===== src/common/swcs_cfg.svh =====
// Constants for the switching clock select block
`ifndef SWCS_CFG_SVH
`define SWCS_CFG_SVH
`define SWCS_MCLK_KHZ   25000
`define SWCS_REF_KHZ    8000
`define SWCS_FMIN_KHZ   200
`define SWCS_FMAX_KHZ   1000
`define SWCS_OUT_KHZ    400
`define SWCS_UNIT       (`SWCS_MCLK_KHZ / 1000)
`define SWCS_STEP       (`SWCS_REF_KHZ / 1000)
`define SWCS_PER_MIN    (`SWCS_MCLK_KHZ / `SWCS_FMAX_KHZ)
`define SWCS_PER_MAX    (`SWCS_MCLK_KHZ / `SWCS_FMIN_KHZ)
`define SWCS_LOSS_CYC   (2 * `SWCS_PER_MAX)
`define SWCS_DET_EDGES  4
`define SWCS_DET_CYC    (`SWCS_PER_MAX * (`SWCS_DET_EDGES + 2))
`define SWCS_N_MIN      8
`define SWCS_N_MAX      40
`define SWCS_N_OUT      (`SWCS_REF_KHZ / `SWCS_OUT_KHZ)
`define SWCS_BOOT_CYC   4
`define SWCS_REG_CTRL   4'h0
`define SWCS_REG_FREQ   4'h4
`define SWCS_REG_STAT   4'h8
`define SWCS_REG_DIV    4'hc
`define SWCS_CTRL_PRECISE 0
`define SWCS_PIN_LOW    2'h0
`define SWCS_PIN_OPEN   2'h1
`define SWCS_PIN_HIGH   2'h2
`define SWCS_PIN_RES    2'h3
`endif


===== src/common/swcs_pkg.sv =====
// Types for the switching clock select block
package swcs_pkg;
  typedef enum logic [1:0] {
    SWCS_M_IN   = 2'b00,
    SWCS_M_AUTO = 2'b01,
    SWCS_M_OUT  = 2'b10
  } swcs_mode_t;
  typedef enum logic [2:0] {
    SWCS_S_BOOT = 3'b000,
    SWCS_S_IDLE = 3'b001,
    SWCS_S_DET  = 3'b010,
    SWCS_S_LOCK = 3'b011,
    SWCS_S_FREE = 3'b100
  } swcs_state_t;
  typedef struct packed {
    logic [2:0]  boot_cnt;
    logic        booted;
    swcs_mode_t  mode;
    logic [1:0]  mode_q1;
    logic [1:0]  mode_q2;
    logic [1:0]  pin_q1;
    logic [1:0]  pin_q2;
    logic        sync_q1;
    logic        sync_q2;
    logic        sync_q3;
    logic        en_q1;
    logic        en_q2;
    logic        en_q3;
    swcs_state_t st;
    logic [5:0]  fb_n;
    logic [5:0]  host_n;
    logic        host_set;
    logic [9:0]  req_khz;
    logic        srch_busy;
    logic [5:0]  srch_n;
    logic        seen;
    logic [8:0]  per_cnt;
    logic [7:0]  per_last;
    logic [2:0]  good_cnt;
    logic [9:0]  det_cnt;
    logic [10:0] lim;
    logic        align;
    logic        precise;
    logic        waitreq;
    logic [31:0] rdata;
    logic        sw_clk;
    logic        ext_ref;
    logic        sync_out;
    logic        sync_oe_n;
  } swcs_st_t;
  typedef struct packed {
    logic [10:0] acc;
    logic        level;
  } swcs_osc_st_t;
endpackage


===== src/common/swcs_osc_if.sv =====
// Link between the clock selector and its oscillator
`timescale 1ns/1ps
interface swcs_osc_if;
  logic [10:0] lim;
  logic        align;
  logic        run;
  logic        level;
  modport ctl (output lim, output align, output run, input level);
  modport osc (input lim, input align, input run, output level);
endinterface


===== src/verilog/swcs_osc.sv =====
// Fractional oscillator: period is lim/8 clocks, phase reset by align
`timescale 1ns/1ps
`include "swcs_cfg.svh"
module swcs_osc (
  input  wire logic   mclk,
  input  wire logic   reset,
  swcs_osc_if.osc     o
);
  import swcs_pkg::*;
  swcs_osc_st_t s_r;
  swcs_osc_st_t s_nxt;
  logic [11:0]  sum;

  // Accumulating eighths keeps 8MHz/N exact on average from a 25MHz clock
  always_comb begin
    s_nxt = s_r;
    sum = {1'b0, s_r.acc} + 12'(`SWCS_STEP);
    if (!o.run || o.align) begin
      s_nxt.acc = 11'h0;
    end else if (sum >= {1'b0, o.lim}) begin
      s_nxt.acc = 11'(sum - {1'b0, o.lim});
    end else begin
      s_nxt.acc = sum[10:0];
    end
    s_nxt.level = o.run && ({s_nxt.acc, 1'b0} < {1'b0, o.lim});
  end

  always_ff @(posedge mclk) begin
    if (reset) begin
      s_r <= '0;
    end else begin
      s_r <= s_nxt;
    end
  end

  assign o.level = s_r.level;
endmodule


===== src/verilog/swcs_top.sv =====
// Switching clock select: mode strap, sync detect, lock, fallback, divider
`timescale 1ns/1ps
`include "swcs_cfg.svh"
module swcs_top (
  input  wire logic        mclk,
  input  wire logic        reset,
  input  wire logic        enable,
  input  wire logic [1:0]  mode_strap,
  input  wire logic [1:0]  pin_state,
  input  wire logic [4:0]  frequency_set_resistor,
  input  wire logic        sync_in,
  output logic             sync_out,
  output logic             sync_oe_n,
  output logic             sw_clk,
  output logic             ext_ref,
  input  wire logic [3:0]  avs_address,
  input  wire logic        avs_read,
  input  wire logic        avs_write,
  input  wire logic [31:0] avs_writedata,
  output logic [31:0]      avs_readdata,
  output logic             avs_waitrequest
);
  import swcs_pkg::*;

  swcs_st_t    s_r;
  swcs_st_t    s_nxt;
  swcs_osc_if  osc_if ();
  logic        sync_rise;
  logic        en_rise;
  logic        per_ok;
  logic        det_allowed;
  logic [5:0]  act_n;
  logic [31:0] lhs;
  logic [31:0] rhs;
  logic [9:0]  wkhz;

  swcs_osc u_osc (
    .mclk  (mclk),
    .reset (reset),
    .o     (osc_if)
  );

  // Resistor code to divider; frequencies are 8000/N kHz
  function automatic logic [5:0] res_n(input logic [4:0] code);
    case (code)
      5'h00: res_n = 6'd40;
      5'h01: res_n = 6'd36;
      5'h02: res_n = 6'd33;
      5'h03: res_n = 6'd30;
      5'h04: res_n = 6'd27;
      5'h05: res_n = 6'd25;
      5'h06: res_n = 6'd22;
      5'h07: res_n = 6'd20;
      5'h08: res_n = 6'd19;
      5'h09: res_n = 6'd17;
      5'h0a: res_n = 6'd15;
      5'h0b: res_n = 6'd14;
      5'h0c: res_n = 6'd13;
      5'h0d: res_n = 6'd12;
      5'h0e: res_n = 6'd11;
      5'h0f: res_n = 6'd9;
      default: res_n = 6'd8;
    endcase
  endfunction

  // Fallback divider from the sync pin connection
  function automatic logic [5:0] pin_n(input logic [1:0] pin, input logic [4:0] code);
    case (pin)
      `SWCS_PIN_LOW:  pin_n = 6'(`SWCS_REF_KHZ / `SWCS_FMIN_KHZ);
      `SWCS_PIN_HIGH: pin_n = 6'(`SWCS_REF_KHZ / `SWCS_FMAX_KHZ);
      `SWCS_PIN_RES:  pin_n = res_n(code);
      default:        pin_n = 6'(`SWCS_N_OUT);
    endcase
  endfunction

  always_comb begin
    s_nxt = s_r;
    lhs = 32'h0;
    rhs = 32'h0;
    wkhz = 10'h0;
    s_nxt.mode_q1 = mode_strap;
    s_nxt.mode_q2 = s_r.mode_q1;
    s_nxt.pin_q1 = pin_state;
    s_nxt.pin_q2 = s_r.pin_q1;
    s_nxt.sync_q1 = sync_in;
    s_nxt.sync_q2 = s_r.sync_q1;
    s_nxt.sync_q3 = s_r.sync_q2;
    s_nxt.en_q1 = enable;
    s_nxt.en_q2 = s_r.en_q1;
    s_nxt.en_q3 = s_r.en_q2;
    sync_rise = s_r.sync_q2 & ~s_r.sync_q3;
    en_rise = s_r.en_q2 & ~s_r.en_q3;
    // Straps are caught once after release; later changes need a reset
    if (!s_r.booted) begin
      s_nxt.boot_cnt = s_r.boot_cnt + 3'h1;
      if (s_r.boot_cnt == 3'(`SWCS_BOOT_CYC)) begin
        s_nxt.booted = 1'b1;
        s_nxt.st = SWCS_S_IDLE;
        case (s_r.mode_q2)
          2'b00:   s_nxt.mode = SWCS_M_IN;
          2'b10:   s_nxt.mode = SWCS_M_OUT;
          default: s_nxt.mode = SWCS_M_AUTO;
        endcase
        if (s_r.mode_q2 == 2'b01 || s_r.mode_q2 == 2'b11) begin
          s_nxt.fb_n = pin_n(s_r.pin_q2, frequency_set_resistor);
        end else begin
          s_nxt.fb_n = 6'(`SWCS_N_OUT);
        end
      end
    end
    // Output mode never looks at the pin; auto needs precise ramp off
    det_allowed = (s_r.mode == SWCS_M_IN) ||
                  (s_r.mode == SWCS_M_AUTO && !s_r.precise);
    if (s_r.per_cnt != 9'h1ff) begin
      s_nxt.per_cnt = s_r.per_cnt + 9'h1;
    end
    per_ok = s_r.seen && (s_r.per_cnt >= 9'(`SWCS_PER_MIN)) &&
             (s_r.per_cnt <= 9'(`SWCS_PER_MAX));
    case (s_r.st)
      SWCS_S_IDLE, SWCS_S_FREE: begin
        if (en_rise && det_allowed) begin
          s_nxt.st = SWCS_S_DET;
          s_nxt.seen = 1'b0;
          s_nxt.good_cnt = 3'h0;
          s_nxt.det_cnt = 10'h0;
          s_nxt.per_cnt = 9'h0;
        end
      end
      SWCS_S_DET: begin
        s_nxt.det_cnt = s_r.det_cnt + 10'h1;
        if (!s_r.en_q2) begin
          s_nxt.st = SWCS_S_IDLE;
        end else if (sync_rise) begin
          s_nxt.seen = 1'b1;
          // Restart at one so the count equals the edge-to-edge period
          s_nxt.per_cnt = 9'h1;
          s_nxt.per_last = s_r.per_cnt[7:0];
          s_nxt.good_cnt = per_ok ? s_r.good_cnt + 3'h1 : 3'h0;
          if (per_ok && s_r.good_cnt == 3'(`SWCS_DET_EDGES - 1)) begin
            s_nxt.st = SWCS_S_LOCK;
          end
        // At or above, so an edge on the last count cannot skip the timeout
        end else if (s_r.det_cnt >= 10'(`SWCS_DET_CYC)) begin
          s_nxt.st = SWCS_S_IDLE;
        end
      end
      SWCS_S_LOCK: begin
        if (!s_r.en_q2) begin
          s_nxt.st = SWCS_S_IDLE;
        end else if (sync_rise) begin
          s_nxt.per_cnt = 9'h1;
          if (per_ok) begin
            s_nxt.per_last = s_r.per_cnt[7:0];
          end else begin
            s_nxt.st = SWCS_S_FREE;
          end
        end else if (s_r.per_cnt > 9'(`SWCS_LOSS_CYC)) begin
          s_nxt.st = SWCS_S_FREE;
        end
      end
      SWCS_S_BOOT: begin
        s_nxt.st = (s_r.boot_cnt == 3'(`SWCS_BOOT_CYC)) ? SWCS_S_IDLE : SWCS_S_BOOT;
      end
      default: begin
        s_nxt.st = SWCS_S_IDLE;
      end
    endcase
    // Oscillator period in eighths of a clock
    act_n = s_r.host_set ? s_r.host_n : s_r.fb_n;
    if (s_r.mode == SWCS_M_OUT) begin
      s_nxt.lim = 11'(`SWCS_UNIT * `SWCS_N_OUT);
    end else if (s_r.st == SWCS_S_LOCK) begin
      s_nxt.lim = {s_r.per_last, 3'h0};
    end else if (s_r.st == SWCS_S_FREE) begin
      s_nxt.lim = s_r.lim;
    end else begin
      s_nxt.lim = 11'(`SWCS_UNIT * act_n);
    end
    s_nxt.align = (s_r.st == SWCS_S_LOCK) && sync_rise;
    s_nxt.sw_clk = osc_if.level;
    s_nxt.ext_ref = (s_r.st == SWCS_S_LOCK);
    s_nxt.sync_out = (s_r.mode == SWCS_M_OUT) && s_r.booted && osc_if.level;
    s_nxt.sync_oe_n = !(s_r.booted && s_r.mode == SWCS_M_OUT);
    // Nearest divider: first N whose midpoint to N+1 lies at or below the request
    if (s_r.srch_busy) begin
      lhs = 32'(s_r.req_khz) * 32'(s_r.srch_n) * 32'(s_r.srch_n + 6'h1) * 32'h2;
      rhs = 32'(`SWCS_REF_KHZ) * 32'({s_r.srch_n, 1'b1});
      if (lhs >= rhs || s_r.srch_n == 6'(`SWCS_N_MAX)) begin
        s_nxt.host_n = s_r.srch_n;
        s_nxt.host_set = 1'b1;
        s_nxt.srch_busy = 1'b0;
      end else begin
        s_nxt.srch_n = s_r.srch_n + 6'h1;
      end
    end
    // One wait cycle per access keeps read data registered
    s_nxt.waitreq = 1'b1;
    if ((avs_read || avs_write) && s_r.waitreq) begin
      s_nxt.waitreq = 1'b0;
      s_nxt.rdata = 32'h0;
      if (avs_read) begin
        case (avs_address)
          `SWCS_REG_CTRL: s_nxt.rdata = {31'h0, s_r.precise};
          `SWCS_REG_FREQ: s_nxt.rdata = {22'h0, s_r.req_khz};
          `SWCS_REG_STAT: s_nxt.rdata = {25'h0, s_r.srch_busy, s_r.ext_ref,
                                         s_r.mode, s_r.st};
          `SWCS_REG_DIV:  s_nxt.rdata = {13'h0, s_r.lim, 2'h0, act_n};
          default:        s_nxt.rdata = 32'h0;
        endcase
      end
    end
    if (avs_write && !s_r.waitreq) begin
      case (avs_address)
        `SWCS_REG_CTRL: s_nxt.precise = avs_writedata[`SWCS_CTRL_PRECISE];
        `SWCS_REG_FREQ: begin
          wkhz = avs_writedata[9:0];
          if (avs_writedata[31:10] != 22'h0 || wkhz > 10'(`SWCS_FMAX_KHZ)) begin
            wkhz = 10'(`SWCS_FMAX_KHZ);
          end else if (wkhz < 10'(`SWCS_FMIN_KHZ)) begin
            wkhz = 10'(`SWCS_FMIN_KHZ);
          end
          s_nxt.req_khz = wkhz;
          s_nxt.srch_busy = 1'b1;
          s_nxt.srch_n = 6'(`SWCS_N_MIN);
        end
        default: begin
          s_nxt.precise = s_r.precise;
        end
      endcase
    end
  end

  always_ff @(posedge mclk) begin
    if (reset) begin
      s_r <= '0;
      s_r.waitreq <= 1'b1;
      s_r.sync_oe_n <= 1'b1;
      s_r.st <= SWCS_S_BOOT;
      s_r.mode <= SWCS_M_AUTO;
    end else begin
      s_r <= s_nxt;
    end
  end

  assign osc_if.lim = s_r.lim;
  assign osc_if.align = s_r.align;
  assign osc_if.run = s_r.booted;
  assign sync_out = s_r.sync_out;
  assign sync_oe_n = s_r.sync_oe_n;
  assign sw_clk = s_r.sw_clk;
  assign ext_ref = s_r.ext_ref;
  assign avs_readdata = s_r.rdata;
  assign avs_waitrequest = s_r.waitreq;
endmodule

===== config.mk =====
export PLATFORM = sky130hd
export DESIGN_NAME = swcs_top
export DESIGN_NICKNAME = d
export VERILOG_FILES = /design/src/common/swcs_pkg.sv /design/src/common/swcs_osc_if.sv /design/src/verilog/swcs_osc.sv /design/src/verilog/swcs_top.sv
export VERILOG_INCLUDE_DIRS = /design/src /design/src/common
export SDC_FILE = /design/constraint.sdc
export NUM_CORES = 1
export LEC_CHECK = 0
export BUFFER_PORTS_ARGS = -buffer_cell sky130_fd_sc_hd__buf_4
export CAP_MARGIN = 10
export CELL_PAD_IN_SITES_DETAIL_PLACEMENT = 0
export CELL_PAD_IN_SITES_GLOBAL_PLACEMENT = 1
export CORE_ASPECT_RATIO = 1.5
export CORE_UTILIZATION = 53
export CTS_BUF_LIST = sky130_fd_sc_hd__clkbuf_8
export DETAILED_ROUTE_END_ITERATION = 10
export PLACE_DENSITY = 0.92
export SLEW_MARGIN = 25
export SYNTH_ARGS = -nofsm -noshare
export SYNTH_HDL_FRONTEND = slang
export SYNTH_SLANG_ARGS = --single-unit

===== constraint.sdc =====
create_clock -name mclk -period 16.35 [get_ports mclk]
set_clock_uncertainty 0.15 [all_clocks]
set_input_delay 3.27 -clock mclk [delete_from_list [all_inputs] [get_ports mclk]]
set_output_delay 3.27 -clock mclk [all_outputs]
set_load 0.02 [all_outputs]

==> results.json <==
{
  "ys_async_sr_fraction": 0,
  "ant_nets": 0,
  "final_common_cell": "inv_1",
  "rows": 73,
  "intPower_mw": 0.542,
  "synth_cell_types": 72,
  "worstMarginPinSlew_ns": 0.860,
  "seqCellArea_um2": 2660,
  "synth_adder_area_share": 0.316,
  "grt_setup_unrepaired": "false",
  "grt_pass1_wl_mm": 58.4,
  "layout_common_cells": "inv_1 (194), nor2_1 (189), ha_1 (172)",
  "routed_wl_mm": 36.0,
  "root_buffer": "clkbuf_8",
  "slew_viol_final": 0,
  "startpoint_type": "flop",
  "syn_inst": 1719,
  "cts_htree_levels": 4,
  "synth_top_family_by_area": "adder cells",
  "setup_tns_ns": 0,
  "cp_max_fo": 22,
  "leakage_nw": 7.24,
  "die_h_um": 203,
  "timing.fmax_mhz": 95.1,
  "post_cts.repair.setup_buffers": 0,
  "io_buffers": 74,
  "peakVddDrop_uv": 71.6,
  "dp_slack_ns": 5.88,
  "tritoncts": "yes",
  "cp.arrival_ns": 10.72,
  "nNetsFinal": 2081,
  "seq_area_frac_synth": 0.187,
  "syn_avg_cell_area_um2": 8.27,
  "core_um2": 26400,
  "drive_above_1_share": 0.0804,
  "utilization": 0.579,
  "n_fill_cell": 2399,
  "period_share": 0.643,
  "relSlewSlack": 0.424,
  "viasPerCell": 5.71,
  "ctsResizeCount": 0,
  "first_iter_violations": 528,
  "synth-compound-area-share": 0.141,
  "grt_pass1_vias": 12100,
  "critPathMostFrequentCell": "fa_1",
  "grt_max_degree": 65,
  "p_clk_frac": 0.424,
  "fp.dieW_um": 136,
  "synth-simple-area-share": 0.213,
  "die_area_um2": 27500,
  "overflow": 0,
  "gp_congestion": 0.928,
  "cap_viol_max_count": 0,
  "diodes": 0,
  "min_period_ns": 10.52,
  "outcome": "finished, final reports clean",
  "p_seq_frac": 0.468,
  "setup_ws_ns": 5.83,
  "critical_path_class": "reg -> reg",
  "setup.reg_to_reg.worst_slack_ns": 5.83,
  "muxShareOfSynthArea": 0.0206,
  "netSwitchingFraction": 0.245,
  "vias": 11900,
  "setup_viol": 0,
  "finalHoldViolations": 0,
  "area_growth_pct": 7.43,
  "syn-cell-area_um2": 14200,
  "p_sw_mw": 0.176,
  "end_kind": "flop",
  "post_drt_wl_per_cell_um": 17.2,
  "firstDrtPassIters": 7,
  "clk_pin_slew_ns": 0.07,
  "cts_buffers": 17,
  "synth_edf_count": 0,
  "clkSinkCount": 133,
  "p_per_area_nw_per_um2": 47.0,
  "antenna_found_initial": 0,
  "p_comb_frac": 0.108,
  "cpMaxStageDelayCell": "dfxtp_1",
  "drc": 0,
  "cts_buffer_depth": 2,
  "synth_xor_area_frac": 0.0388,
  "hold_path.class": "reg -> reg",
  "multi_input_area_um2": 10400,
  "postCtsHoldBufs": 0,
  "grt_usage": 0.270,
  "synthFlopType": "dfxtp_1",
  "dpl.hpwl_mm": 29.3,
  "critical_path.max_stage_delay_ns": 0.87,
  "clk_latency_ns": 0.46,
  "synth_warnings": 0,
  "required_ns": 16.55,
  "ys_ff_latch": 133,
  "hold_slack_ns": 0.288,
  "io_pins": 88,
  "start_util": 0.539
}
## power by group through the flow
stage	clock [mW]	combinational (mW)	sequential (mW)
4_1_cts	0.310	0.0777	0.336
3_3_place_gp	0	0.0760	0.343
6_report	0.305	0.0779	0.336
5_1_grt	0.322	0.0861	0.337
3_5_place_dp	0	0.0773	0.344
2_1_floorplan	0	0.0574	0.340
## cells in the mapped netlist (8+ instances only)
cell | count | share of area
a31oi_1 | 10 | 0.0044
nor2b_1 | 35 | 0.015
or2_2 | 9 | 0.0040
o21ai_0 | 68 | 0.024
nand4_1 | 9 | 0.0040
xnor2_1 | 44 | 0.027
nor3_1 | 38 | 0.013
nand2_1 | 114 | 0.030
a21o_1 | 18 | 0.0095
fa_1 | 117 | 0.16
mux2i_1 | 18 | 0.013
buf_4 | 32 | 0.017
o31ai_1 | 8 | 0.0042
inv_1 | 192 | 0.051
nor3b_1 | 9 | 0.0048
a211oi_1 | 20 | 0.011
a22oi_1 | 20 | 0.011
o211ai_1 | 9 | 0.0048
nor2_1 | 189 | 0.050
nand2b_1 | 26 | 0.011
xor2_1 | 19 | 0.012
or3_1 | 15 | 0.0066
a21oi_1 | 93 | 0.033
and2_1 | 64 | 0.028
nand3_1 | 54 | 0.019
dfxtp_1 | 133 | 0.19
nor4_1 | 8 | 0.0035
clkbuf_1 | 49 | 0.013
ha_1 | 172 | 0.15
and3_1 | 16 | 0.0070
mux2_2 | 8 | 0.0063
or4_1 | 9 | 0.0048
## worst max-delay path: cells and delay by family, from the launching register on
family	cells	cell delay [ns]
flip-flops	1	0.87
XOR/XNOR	2	0.64
buffers and inverters	3	0.29
adder cells (fa/ha/maj)	10	4.54
AO/OA/AOI/OAI	14	2.74
AND/OR/NAND/NOR	8	1.16
## per-layer routing
layer | wire length [um] | GRT usage
met2 | 19600 | 0.511
met5 | 0 | 0
met1 | 13100 | 0.272
met4 | 2050 | 0.165
met3 | 1190 | 0.0375
## sequential cells by signal, summed over array words and instances (netlist names)
register and count:
sync_out 1, avs_waitrequest 1, ext_ref 1, sw_clk 1
osc_if.run 1, avs_readdata 19, u_osc.s_r 11, osc_if.lim 11
u_osc.o.level 1, s_nxt 8, s_r 76, sync_oe_n 1
osc_if.align 1
## through the flow
| step | std cells | area [um^2] | total power [mW] |
|---|---|---|---|
| 2_1_floorplan | 1731 | 14300 | 0.398 |
| 3_3_place_gp | 2059 | 14800 | 0.419 |
| 3_5_place_dp | 2059 | 14800 | 0.421 |
| 4_1_cts | 2091 | 15300 | 0.723 |
| 5_1_grt | 2091 | 15300 | 0.745 |
| 6_report | 2091 | 15300 | 0.719 |
## final timing paths
path / from / endpoint / cells past startpoint
min reg2reg: s_nxt[115]$_SDFF_PP0_ / s_nxt[114]$_SDFF_PP0_ / 1
max reg2reg: s_r[86]$_SDFF_PP0_ / s_r[84]$_SDFF_PP0_ / 37
max: s_r[86]$_SDFF_PP0_ / s_r[84]$_SDFF_PP0_ / 37
min: s_nxt[115]$_SDFF_PP0_ / s_nxt[114]$_SDFF_PP0_ / 1
## cell families after synthesis
logic type | after synthesis
AND/OR/NAND/NOR | 613
AO/OA/AOI/OAI | 310
adder cells (fa/ha/maj) | 289
buffers and inverters | 283
flip-flops | 133
XOR/XNOR | 63
multiplexers | 27
other | 1
## layout make-up
class / count / area share
Timing Repair Buffer: 81 / 0.0398
Multi-Input combinational cell: 1315 / 0.682
Inverter: 193 / 0.0474
Sequential cell: 133 / 0.174
Clock buffer: 21 / 0.0189
Clock inverter: 11 / 0.0102
Tap cell: 337 / 0.0276
No activity file was read; power rests on OpenSTA's default activity.
